## src/srrc_defines.vh

```
// Purpose: constants for the stop release and reset control block
// Assumes: system clock is the only clock, 100 MHz
// Notes: reset values are the image loaded into core and peripherals
// Function
// - unmasked pending interrupt wakes stop after settle
// - mask/enable choose resume, service, or stay
// - reset in stop acts after settle time
// - pin low or watchdog overflow resets alike
// - execution starts at vector 0000H/0001H
// - pins high impedance during reset and settle
// - pin high releases reset after settle (o_core_resetn here rises at settle start)
// - watchdog reset clears itself, then settle
// - stop contents kept under reset, ports float
// - pc undefined until vector load
// - flags word resets to 02H
// - port latches 00H, direction FFH, pullups 00H
// - request flags 00H, masks FFH, edge 00H
// - clock control 02H, settle select 04H
// - wide timer 0000H, compare FFFFH, modes 0
// - narrow timer and mode reset to 00H
// - watchdog select and mode reset 00H
// - serial regs 00H, transmit shifter FFH
// - ram kept across reset from standby
// - post-reset settle is 2^15 clocks
// - stop instruction halts oscillator and cpu
`ifndef SRRC_DEFINES_VH
`define SRRC_DEFINES_VH

`define SRRC_VECTOR_LO 16'h0000
`define SRRC_VECTOR_HI 16'h0001
`define SRRC_FLAGS_RST 8'h02
`define SRRC_PORT_LATCH_RST 8'h00
`define SRRC_PORT_DIR_RST 8'hff
`define SRRC_PULLUP_RST 8'h00
`define SRRC_IRQ_FLAG_RST 8'h00
`define SRRC_IRQ_MASK_RST 8'hff
`define SRRC_EDGE_MODE_RST 8'h00
`define SRRC_CLK_CTRL_RST 8'h02
`define SRRC_SETTLE_SEL_RST 8'h04
`define SRRC_WIDE_CNT_RST 16'h0000
`define SRRC_WIDE_CMP_RST 16'hffff
`define SRRC_WIDE_MODE_RST 8'h00
`define SRRC_BUZZER_RST 8'h00
`define SRRC_NARROW_CNT_RST 8'h00
`define SRRC_NARROW_MODE_RST 8'h00
`define SRRC_WDT_SEL_RST 8'h00
`define SRRC_WDT_MODE_RST 8'h00
`define SRRC_SER_RST 8'h00
`define SRRC_TX_SHIFT_RST 8'hff
// settle select codes
`define SRRC_SEL_2P12 3'h0
`define SRRC_SEL_2P15 3'h2
`define SRRC_SEL_2P17 3'h4
// settle times in clock periods
`define SRRC_SETTLE_2P12 32'd4096
`define SRRC_SETTLE_2P15 32'd32768
`define SRRC_SETTLE_2P17 32'd131072
// external pin least low time, ns
`define SRRC_PIN_LOW_NS 10000
`define SRRC_CLK_NS 10

`endif

```

## src/srrc_ctrl.v

```verilog
// Purpose: stop release and reset sequencing with reset value image
// Assumes: inputs synchronous to i_clk except i_resetn
// Notes: settle counts are parameters so simulation can shorten them
`timescale 1ns/1ps
`include "srrc_defines.vh"
module srrc_ctrl #(
	parameter [31:0] SETTLE_2P12 = `SRRC_SETTLE_2P12,
	parameter [31:0] SETTLE_2P15 = `SRRC_SETTLE_2P15,
	parameter [31:0] SETTLE_2P17 = `SRRC_SETTLE_2P17
) (
	input wire i_clk,
	input wire i_resetn,
	input wire i_wdt_overflow,
	input wire i_stop_instr,
	input wire i_irq_pending,
	input wire i_interrupt_mask_flag,
	input wire i_global_interrupt_enable,
	input wire i_standby,
	input wire [2:0] i_osc_settle_select,
	input wire i_osc_settle_select_we,
	input wire [15:0] i_vector_data,
	output reg o_core_resetn,
	output reg o_cpu_run,
	output reg o_osc_stop,
	output reg o_pins_hiz,
	output reg o_vector_rd,
	output reg [15:0] o_vector_addr,
	output reg o_pc_load,
	output reg [15:0] o_pc,
	output reg o_wake_service,
	output reg o_wake_resume,
	output reg o_ram_retain,
	output reg [2:0] o_osc_settle_select,
	output reg [7:0] o_processor_flags_word,
	output reg [7:0] o_cpu_clock_control,
	output reg [7:0] o_port_latch,
	output reg [7:0] o_port_direction_reg,
	output reg [7:0] o_pullup_option_reg,
	output reg [7:0] o_pullup_option_reg_b,
	output reg [7:0] o_interrupt_request_flags,
	output reg [7:0] o_interrupt_mask_reg,
	output reg [7:0] o_external_edge_mode,
	output reg [15:0] o_wide_timer_count,
	output reg [15:0] o_wide_timer_compare,
	output reg [7:0] o_wide_timer_mode,
	output reg [7:0] o_buzzer_control,
	output reg [7:0] o_narrow_timer_count,
	output reg [7:0] o_narrow_timer_mode,
	output reg [7:0] o_watchdog_clock_select,
	output reg [7:0] o_watchdog_mode_reg,
	output reg [7:0] o_sync_serial_mode,
	output reg [7:0] o_async_serial_mode,
	output reg [7:0] o_async_serial_status,
	output reg [7:0] o_baud_generator_control,
	output reg [7:0] o_transmit_shifter
);
	localparam [5:0] ST_SETTLE = 6'b000001;
	localparam [5:0] ST_VEC_LO = 6'b000010;
	localparam [5:0] ST_VEC_HI = 6'b000100;
	localparam [5:0] ST_RUN = 6'b001000;
	localparam [5:0] ST_STOP = 6'b010000;
	localparam [5:0] ST_WAKE = 6'b100000;

	reg [5:0] state_q;
	reg [31:0] cnt_q;
	reg after_reset_q;
	reg [7:0] vec_lo_q;
	reg wdt_rst_q;
	reg in_standby_q;
	wire sync_resetn;
	// reset code is a byte, the register keeps bits 2:0
	localparam [7:0] SETTLE_SEL_RST = `SRRC_SETTLE_SEL_RST;

	// settle count for a select code
	function [31:0] settle_cycles;
		input [2:0] sel;
		begin
			case (sel)
				`SRRC_SEL_2P12: settle_cycles = SETTLE_2P12;
				`SRRC_SEL_2P15: settle_cycles = SETTLE_2P15;
				default: settle_cycles = SETTLE_2P17;
			endcase
		end
	endfunction

	// watchdog overflow pulses a reset that clears itself
	always @(posedge i_clk or negedge i_resetn) begin
		if (!i_resetn)
			wdt_rst_q <= 1'b0;
		else
			wdt_rst_q <= i_wdt_overflow;
	end

	// both sources merge into one reset
	srrc_reset_sync u_sync (
		.i_clk(i_clk),
		.i_resetn_src(i_resetn & ~wdt_rst_q),
		.o_resetn(sync_resetn)
	);

	// standby memory for ram retention across reset
	always @(posedge i_clk or negedge i_resetn) begin
		if (!i_resetn)
			in_standby_q <= 1'b0;
		else
			in_standby_q <= i_standby | (state_q == ST_STOP);
	end

	// sequencer: settle, vector fetch, run, stop, wake
	always @(posedge i_clk or negedge sync_resetn) begin
		if (!sync_resetn) begin
			state_q <= ST_SETTLE;
			cnt_q <= 32'd0;
			after_reset_q <= 1'b1;
			vec_lo_q <= 8'h00;
			o_core_resetn <= 1'b0;
			o_cpu_run <= 1'b0;
			o_osc_stop <= 1'b0;
			o_pins_hiz <= 1'b1;
			o_vector_rd <= 1'b0;
			o_vector_addr <= `SRRC_VECTOR_LO;
			o_pc_load <= 1'b0;
			o_pc <= 16'h0000; // don't care until load
			o_wake_service <= 1'b0;
			o_wake_resume <= 1'b0;
		end else begin
			o_pc_load <= 1'b0;
			o_wake_service <= 1'b0;
			o_wake_resume <= 1'b0;
			o_vector_rd <= 1'b0;
			case (state_q)
				ST_SETTLE: begin
					o_pins_hiz <= 1'b1;
					o_core_resetn <= 1'b1;
					// post-reset wait is fixed at 2^15
					if (cnt_q >= SETTLE_2P15 - 32'd1) begin
						cnt_q <= 32'd0;
						state_q <= ST_VEC_LO;
						o_vector_rd <= 1'b1;
						o_vector_addr <= `SRRC_VECTOR_LO;
					end else begin
						cnt_q <= cnt_q + 32'd1;
					end
				end
				ST_VEC_LO: begin
					vec_lo_q <= i_vector_data[7:0];
					o_vector_rd <= 1'b1;
					o_vector_addr <= `SRRC_VECTOR_HI;
					state_q <= ST_VEC_HI;
				end
				ST_VEC_HI: begin
					o_pc <= {i_vector_data[7:0], vec_lo_q};
					o_pc_load <= 1'b1;
					o_pins_hiz <= 1'b0;
					o_cpu_run <= 1'b1;
					after_reset_q <= 1'b0;
					state_q <= ST_RUN;
				end
				ST_RUN: begin
					if (i_stop_instr) begin
						o_osc_stop <= 1'b1;
						o_cpu_run <= 1'b0;
						state_q <= ST_STOP;
					end
				end
				ST_STOP: begin
					// masked requests keep the device stopped
					if (i_irq_pending && !i_interrupt_mask_flag) begin
						o_osc_stop <= 1'b0;
						cnt_q <= settle_cycles(o_osc_settle_select);
						state_q <= ST_WAKE;
					end
				end
				ST_WAKE: begin
					if (cnt_q <= 32'd1) begin
						cnt_q <= 32'd0;
						o_cpu_run <= 1'b1;
						o_wake_service <= i_global_interrupt_enable;
						o_wake_resume <= ~i_global_interrupt_enable;
						state_q <= ST_RUN;
					end else begin
						cnt_q <= cnt_q - 32'd1;
					end
				end
				default: state_q <= ST_SETTLE;
			endcase
		end
	end

	// ram retention flag set from standby while sync_resetn is low
	always @(posedge i_clk or negedge i_resetn) begin
		if (!i_resetn)
			o_ram_retain <= 1'b0;
		else if (!sync_resetn)
			o_ram_retain <= in_standby_q | o_ram_retain;
		else if (state_q == ST_RUN)
			o_ram_retain <= 1'b0;
	end

	// settle select register, writable while running
	always @(posedge i_clk or negedge sync_resetn) begin
		if (!sync_resetn)
			o_osc_settle_select <= SETTLE_SEL_RST[2:0];
		else if (i_osc_settle_select_we)
			o_osc_settle_select <= i_osc_settle_select;
	end

	// core flags and clock control image, held between resets
	always @(posedge i_clk or negedge sync_resetn) begin
		if (!sync_resetn) begin
			o_processor_flags_word <= `SRRC_FLAGS_RST;
			o_cpu_clock_control <= `SRRC_CLK_CTRL_RST;
		end else begin
			o_processor_flags_word <= o_processor_flags_word;
			o_cpu_clock_control <= o_cpu_clock_control;
		end
	end

	// port latch, direction and pull-up image
	always @(posedge i_clk or negedge sync_resetn) begin
		if (!sync_resetn) begin
			o_port_latch <= `SRRC_PORT_LATCH_RST;
			o_port_direction_reg <= `SRRC_PORT_DIR_RST;
			o_pullup_option_reg <= `SRRC_PULLUP_RST;
			o_pullup_option_reg_b <= `SRRC_PULLUP_RST;
		end else begin
			o_port_latch <= o_port_latch;
			o_port_direction_reg <= o_port_direction_reg;
			o_pullup_option_reg <= o_pullup_option_reg;
			o_pullup_option_reg_b <= o_pullup_option_reg_b;
		end
	end

	// interrupt flags, masks and edge mode image
	always @(posedge i_clk or negedge sync_resetn) begin
		if (!sync_resetn) begin
			o_interrupt_request_flags <= `SRRC_IRQ_FLAG_RST;
			o_interrupt_mask_reg <= `SRRC_IRQ_MASK_RST;
			o_external_edge_mode <= `SRRC_EDGE_MODE_RST;
		end else begin
			o_interrupt_request_flags <= o_interrupt_request_flags;
			o_interrupt_mask_reg <= o_interrupt_mask_reg;
			o_external_edge_mode <= o_external_edge_mode;
		end
	end

	// wide timer and buzzer image
	always @(posedge i_clk or negedge sync_resetn) begin
		if (!sync_resetn) begin
			o_wide_timer_count <= `SRRC_WIDE_CNT_RST;
			o_wide_timer_compare <= `SRRC_WIDE_CMP_RST;
			o_wide_timer_mode <= `SRRC_WIDE_MODE_RST;
			o_buzzer_control <= `SRRC_BUZZER_RST;
		end else begin
			o_wide_timer_count <= o_wide_timer_count;
			o_wide_timer_compare <= o_wide_timer_compare;
			o_wide_timer_mode <= o_wide_timer_mode;
			o_buzzer_control <= o_buzzer_control;
		end
	end

	// narrow timer image
	always @(posedge i_clk or negedge sync_resetn) begin
		if (!sync_resetn) begin
			o_narrow_timer_count <= `SRRC_NARROW_CNT_RST;
			o_narrow_timer_mode <= `SRRC_NARROW_MODE_RST;
		end else begin
			o_narrow_timer_count <= o_narrow_timer_count;
			o_narrow_timer_mode <= o_narrow_timer_mode;
		end
	end

	// watchdog select and mode image
	always @(posedge i_clk or negedge sync_resetn) begin
		if (!sync_resetn) begin
			o_watchdog_clock_select <= `SRRC_WDT_SEL_RST;
			o_watchdog_mode_reg <= `SRRC_WDT_MODE_RST;
		end else begin
			o_watchdog_clock_select <= o_watchdog_clock_select;
			o_watchdog_mode_reg <= o_watchdog_mode_reg;
		end
	end

	// clocked serial mode image
	always @(posedge i_clk or negedge sync_resetn) begin
		if (!sync_resetn) begin
			o_sync_serial_mode <= `SRRC_SER_RST;
		end else begin
			o_sync_serial_mode <= o_sync_serial_mode;
		end
	end

	// asynchronous serial and shifter image; shifter idles all ones
	always @(posedge i_clk or negedge sync_resetn) begin
		if (!sync_resetn) begin
			o_async_serial_mode <= `SRRC_SER_RST;
			o_async_serial_status <= `SRRC_SER_RST;
			o_baud_generator_control <= `SRRC_SER_RST;
			o_transmit_shifter <= `SRRC_TX_SHIFT_RST;
		end else begin
			o_async_serial_mode <= o_async_serial_mode;
			o_async_serial_status <= o_async_serial_status;
			o_baud_generator_control <= o_baud_generator_control;
			o_transmit_shifter <= o_transmit_shifter;
		end
	end
endmodule // srrc_ctrl

```

## src/srrc_reset_sync.v

```verilog
// Purpose: reset synchroniser, async assert, sync release
// Assumes: i_resetn_src is the combined active-low reset request
// Notes: the first stage is read only by the second
`timescale 1ns/1ps
module srrc_reset_sync (
	input wire i_clk,
	input wire i_resetn_src,
	output wire o_resetn
);
	reg stage1_q;
	reg stage2_q;

	// two-stage release chain
	always @(posedge i_clk or negedge i_resetn_src) begin
		if (!i_resetn_src) begin
			stage1_q <= 1'b0;
			stage2_q <= 1'b0;
		end else begin
			stage1_q <= 1'b1;
			stage2_q <= stage1_q;
		end
	end

	assign o_resetn = stage2_q;
endmodule // srrc_reset_sync

```

## config.mk

```make
export PLATFORM = sky130hd
export DESIGN_NAME = srrc_ctrl
export DESIGN_NICKNAME = d
export VERILOG_FILES = /design/src/srrc_ctrl.v /design/src/srrc_reset_sync.v
export VERILOG_INCLUDE_DIRS = /design/src
export SDC_FILE = /design/constraint.sdc
export NUM_CORES = 1
export LEC_CHECK = 0
export BUFFER_PORTS_ARGS = -buffer_cell sky130_fd_sc_hd__buf_2
export CORE_MARGIN = 4
export CORE_UTILIZATION = 48
export DETAILED_ROUTE_END_ITERATION = 12
export PLACE_DENSITY_LB_ADDON = 0.2
export SLEW_MARGIN = 30
export SYNTH_ARGS = -nofsm -noshare
export SYNTH_HDL_FRONTEND = slang
export SYNTH_SLANG_ARGS = --single-unit
```

## constraint.sdc

```tcl
create_clock -name i_clk -period 3.1 [get_ports i_clk]
set_clock_uncertainty 0.1 [all_clocks]
set_input_delay 0.62 -clock i_clk [delete_from_list [all_inputs] [get_ports i_clk]]
set_output_delay 0.62 -clock i_clk [all_outputs]
set_load 0.02 [all_outputs]
```

# Word level (Yosys, flattened, before mapping)

Cells that the tools add are included.
Widths: inputs -> output; s select.

Add/sub/neg operators: 2
Magnitude comparators: 2
Equality and inequality tests: 12
Multiplexer cells: 28
Bitwise operators: 5
Reductions and logical operators: 13

Operator list:

| operator              | count |
|---|---|
| $mux 32               | 3 |
| $pmux 32 s3           | 1 |
| $pmux 18 s2           | 1 |
| $pmux 6 s6            | 1 |
| $add 32x1->32 const B | 1 |
| $ge 32x15->1 const B  | 1 |
| $le 32x1->1 const B   | 1 |
| $pmux 16 s2           | 1 |
| $sub 32x1->32 const B | 1 |
| $mux 6                | 4 |
| $mux 16               | 1 |
| $mux 1                | 12 |
| $ne 2x2->1 const B    | 4 |
| $eq 6x1->1 const B    | 1 |
| $eq 6x2->1 const B    | 1 |
| $eq 6x3->1 const B    | 1 |
| $eq 6x4->1 const B    | 1 |
| $eq 6x5->1 const B    | 1 |
| $eq 6x6->1 const B    | 1 |
| $pmux 1 s2            | 3 |
| $reduce_and 3->1      | 2 |
| $reduce_bool 2->1     | 3 |
| $reduce_bool 3->1     | 2 |
| $reduce_and 2->1      | 2 |
| 10 further kinds      | 12 |

Register bits after elaboration: 94
Input bits: 28
Output and inout bits: 236
Logic and storage cells: 81

# Logic depth before layout (Yosys ltp)

Word-level depth: 4
Depth in mapped cells: 9
Gate-level depth less buffers: 7

# Modules after synthesis

A second synthesis with hierarchy kept.

Cells, all modules: 676
Area total of the unflattened synthesis: 5763.0 sq um

By module, submodules not included:

| module          | instances | cells each | area each (sq um) |
|---|---|---|---|
| srrc_ctrl       | 1         | 673        | 5709.2 |
| srrc_reset_sync | 1         | 3          | 53.8 |

# Least setup slack after synthesis

Ideal clock, no wire load.

Path type: flip-flop to flip-flop
Start: register cnt_q[24]
End: register cnt_q[10]
Setup time: 0.121 ns
Arrival time: 2.346 ns
Required time: 2.879 ns
Path slack: 0.533 ns
Cell stages (with the launch flop): 8
Buffers on the path: 2
Clock period less this slack: 2.567 ns
Cell sequence: dfrtp_1 or3_4 or4_4 buf_6 o31a_1 buf_6 a221o_1 a22o_1

Longest elaborated chain between the ends: 3

Ends and longest elaborated chain:

| what                                        | RTL line                         | RTL |
|---|---|---|
| start, declared                             | srrc_ctrl.v:65                   | `reg [31:0] cnt_q;` |
| start signal, assigned                      | srrc_ctrl.v:142                  | `cnt_q <= cnt_q + 32'd1;` |
| start signal, assigned                      | srrc_ctrl.v:170                  | `cnt_q <= settle_cycles(o_osc_settle_select);` |
| start signal, assigned                      | srrc_ctrl.v:182                  | `cnt_q <= cnt_q - 32'd1;` |
| $le 32x1->1 or $ge 32x15->1 (tied branches) | srrc_ctrl.v:175, srrc_ctrl.v:136 |  |
| $mux 32 (on tied branches)                  | srrc_ctrl.v:175, srrc_ctrl.v:136 |  |
| $pmux 32 s3 (*)                             | srrc_ctrl.v:131                  | `case (state_q)` |

Mark *: on every way between the ends. The rest lies on a longest branch, timed or not.
A chain may end at the register's enable or synchronous reset.

# Worst setup path in the final report

Start: register cnt_q[31]
End: register cnt_q[10]

The elaborated chain is that of the path after synthesis.

==> impl_metrics.env <==
export IMPL_clkSlewWorstSetupHoldPaths_ns=0.07
export IMPL_arrival_ns=3.01
export IMPL_clock_latency_ns=0.34
export IMPL_min_period_ns=2.87
export IMPL_synthAdderAreaFrac_pct=0.652
export IMPL_status="finished clean"
export IMPL_fillers=1077
export IMPL_synth_edf_count=0
export IMPL_hpwl_mm=9.00
export IMPL_maxSlewViolCount=0
export IMPL_synth_avg_cell_area_um2=8.53
export IMPL_grt_pass1_wl_mm=20.0
export IMPL_rsz0062_at_grt="false"
export IMPL_drtPass1Iterations=5
export IMPL_dr_total_vias=4280
export IMPL_yosysWarnings=0
export IMPL_ys_types=66
export IMPL_yosys_area_share_simple_pct=19.6
export IMPL_cpPeakStageDelay_ns=0.60
export IMPL_cts_buffers=9
export IMPL_reg2regPathDepth=5
export IMPL_path_cells="or4_1, or4_4, o31a_1, a221o_1, a22o_1"
export IMPL_period_share_pct=92.7
export IMPL_synth_top_family_by_area="buffers and inverters"
export IMPL_post_cts_resize_count=0
export IMPL_dieArea_um2=13800
export IMPL_path_max_fanout=20
export IMPL_synth_compound_area_share_pct=12.3
export IMPL_power_density_nw_per_um2=778
export IMPL_start_util_pct=49.8
export IMPL_drc=0
export IMPL_first_iter_violations=338
export IMPL_cts_root_buf="clkbuf_16"
export IMPL_cts_buffer_depth=2
export IMPL_diodes=0
export IMPL_setup_viol=0
export IMPL_yosysSeqAreaShare_pct=34.4
export IMPL_final_common_cell="conb_1"
export IMPL_synth_seq_cells=79
export IMPL_cts_tree="built"
export IMPL_tns_ns=0
export IMPL_ios=264
export IMPL_area_growth_pct=-0.804
export IMPL_die_h_um=118
export IMPL_synthMuxAreaShare_pct=1.80
export IMPL_final_cell_mix="conb_1 (208), nand2_1 (97), dfrtp_1 (75)"
export IMPL_grt_max_degree=42
export IMPL_slew_headroom_pct=42.6
export IMPL_rows=39
export IMPL_wirelength_mm=12.5
export IMPL_io_buffers=48
export IMPL_p_leak_nw=2.89
export IMPL_yosys_area_top_type="dfrtp_1"
export IMPL_cts_htree_levels=3
export IMPL_fmax_ghz=0.348
export IMPL_via_per_inst=4.90
export IMPL_crit_type="reg2reg"
export IMPL_slowest_stage="o31a_1"
export IMPL_core_um2=11600
export IMPL_hold_viol_final=0
export IMPL_startpoint_type="flip-flop"
export IMPL_clock_sinks=79
export IMPL_yosysTopAreaCellShare_pct=33.0
export IMPL_tightest_slew_ns=0.861
export IMPL_synth_flop_cell="dfrtp_1"
export IMPL_place_area_um2=5410
export IMPL_ant_nets=0
export IMPL_grtUsageTotal_pct=17.5
export IMPL_cap_violations=0
export IMPL_fin_nets=756
export IMPL_worstHoldPathType="reg2async"
export IMPL_dieWidth_um=118
export IMPL_synthCells=675
export IMPL_netlist_area_um2=5760
export IMPL_design_area_um2=5710
export IMPL_r2r_start="cnt_q[31]$_DFFE_PN0P_"
export IMPL_gp_congestion=0.882
export IMPL_drive_gt1_share_pct=14.5
export IMPL_synth_xor_area_share_pct=0.760
export IMPL_end_kind="flip-flop"
export IMPL_hold_buffers=1
export IMPL_postCtsSetupRepairBufs=0
export IMPL_synthArstFlopShare_pct=100
export IMPL_antenna_found_initial=0
export IMPL_crit_required_ns=3.24
export IMPL_ys_top_cells_by_area="dfrtp_1 (33%), buf_4 (27%), nand2_1 (6.3%)"
export IMPL_wire_per_inst_um=14.3
export IMPL_ir_worst_vdd_mv=0.357
export IMPL_grt_overflow_total=0
export IMPL_reg2reg_slack_ns=0.23
export IMPL_worstReg2RegEnd="cnt_q[10]$_DFFE_PN0P_"
export IMPL_grt_pass1_vias=3993
cell usage after synthesis, types with 3 or more instances:
library cell    n
nor2_1         29
a21oi_1        14
a22o_1          7
mux2i_1         7
clkbuf_1       16
nor4_1         15
dfrtp_1        76
a21o_1          3
o2bb2ai_1       9
ha_1            3
a31oi_1         7
nand2_1        97
or3_1           4
buf_4         208
inv_1          11
or2_2           6
o221ai_1        4
nor3_1         19
mux2_2          3
o31ai_1         5
or4_1           8
o211ai_1        3
and3_1          4
nor2b_1         3
o22ai_1         5
xor2_1          5
a221oi_1        3
buf_6           4
nor4b_1         4
a221o_1         3
nand3_1        11
dfstp_2         3
o21ai_0        25
nand4_1         7
buf_2           6
power by group:
part / leakage [nW] / switching, mW / internal (mW) / total (mW)
Clock: 0.137 / 0.473 / 0.576 / 1.05
Sequential: 0.988 / 0.264 / 1.31 / 1.57
Combinational: 1.76 / 1.23 / 0.598 / 1.83
Total: 2.89 / 1.97 / 2.48 / 4.45
final cells by class:
cell class	instances	area (um2)	share of cell area, %
clock buffer	10	239	4.18
multi-input combinational	553	2800	49.0
timing repair buffer	69	413	7.23
sequential	79	1980	34.7
tap	143	179	3.13
clock inverter	6	50.0	0.876
inverter	13	48.8	0.854
critical path: cells and delay by family (launching register included):
family	cells	cell delay, ns
simple gates	2	1.04
flops	1	0.41
compound gates	3	1.21
metrics by stage:
step | instances | power, mW | hold slack, ns | setup WS (ns) | util [%]
final | 873 | 4.45 | 0.0905 | 0.226 | 49.4
after global routing | 873 | 4.75 | 0.129 | 0.0909 | 49.4
after CTS | 873 | 4.45 | 0.0990 | 0.244 | 49.4
after detailed placement | 856 | 3.39 | 0.0916 | 0.267 | 46.8
after global placement | 856 | 3.35 | 0.0723 | 0.264 | 46.8
after floorplan | 881 | 3.07 | 0.0494 | 0.533 | -
cell families after synthesis:
group,after synthesis
mux,10
fa+ha+maj,3
other cells,2
xor+xnor,5
flops,79
simple gates,225
buf+inv,249
compound gates,102
how the worst max path moves through the flow:
stage                                        to             startpoint  slack, ns  cells past startpoint
final                     cnt_q[10]$_DFFE_PN0P_  cnt_q[31]$_DFFE_PN0P_       0.23                      5
after global routing      cnt_q[10]$_DFFE_PN0P_  cnt_q[16]$_DFFE_PN0P_       0.09                      5
after CTS                 cnt_q[10]$_DFFE_PN0P_  cnt_q[20]$_DFFE_PN0P_       0.24                      5
after detailed placement  cnt_q[10]$_DFFE_PN0P_  cnt_q[20]$_DFFE_PN0P_       0.27                      5
after global placement    cnt_q[10]$_DFFE_PN0P_  cnt_q[31]$_DFFE_PN0P_       0.26                      6
after floorplan           cnt_q[10]$_DFFE_PN0P_  cnt_q[24]$_DFFE_PN0P_       0.53                      7
state kept, by name, indices dropped and copies added (netlist names):
register,cells
cnt_q,32
in_standby_q,1
o_core_resetn,1
o_cpu_run,1
o_osc_settle_select,3
o_osc_stop,1
o_pc,16
o_pc_load,1
o_pins_hiz,1
o_ram_retain,1
o_vector_addr,1
o_vector_rd,1
o_wake_resume,1
o_wake_service,1
state_q,6
u_sync.o_resetn,1
u_sync.stage1_q,1
vec_lo_q,8
wdt_rst_q,1
per-layer routing:
layer  track usage [%]  vias up  part of all wire [%]
li1                  -     2008                     -
met1              23.1     2032                    43
met2              28.4      224                    47
met3              3.84       16                   8.4
met4              6.23        0                   1.8
met5                 0        -                     0
Note: power is estimated with default switching activity, not from simulation.
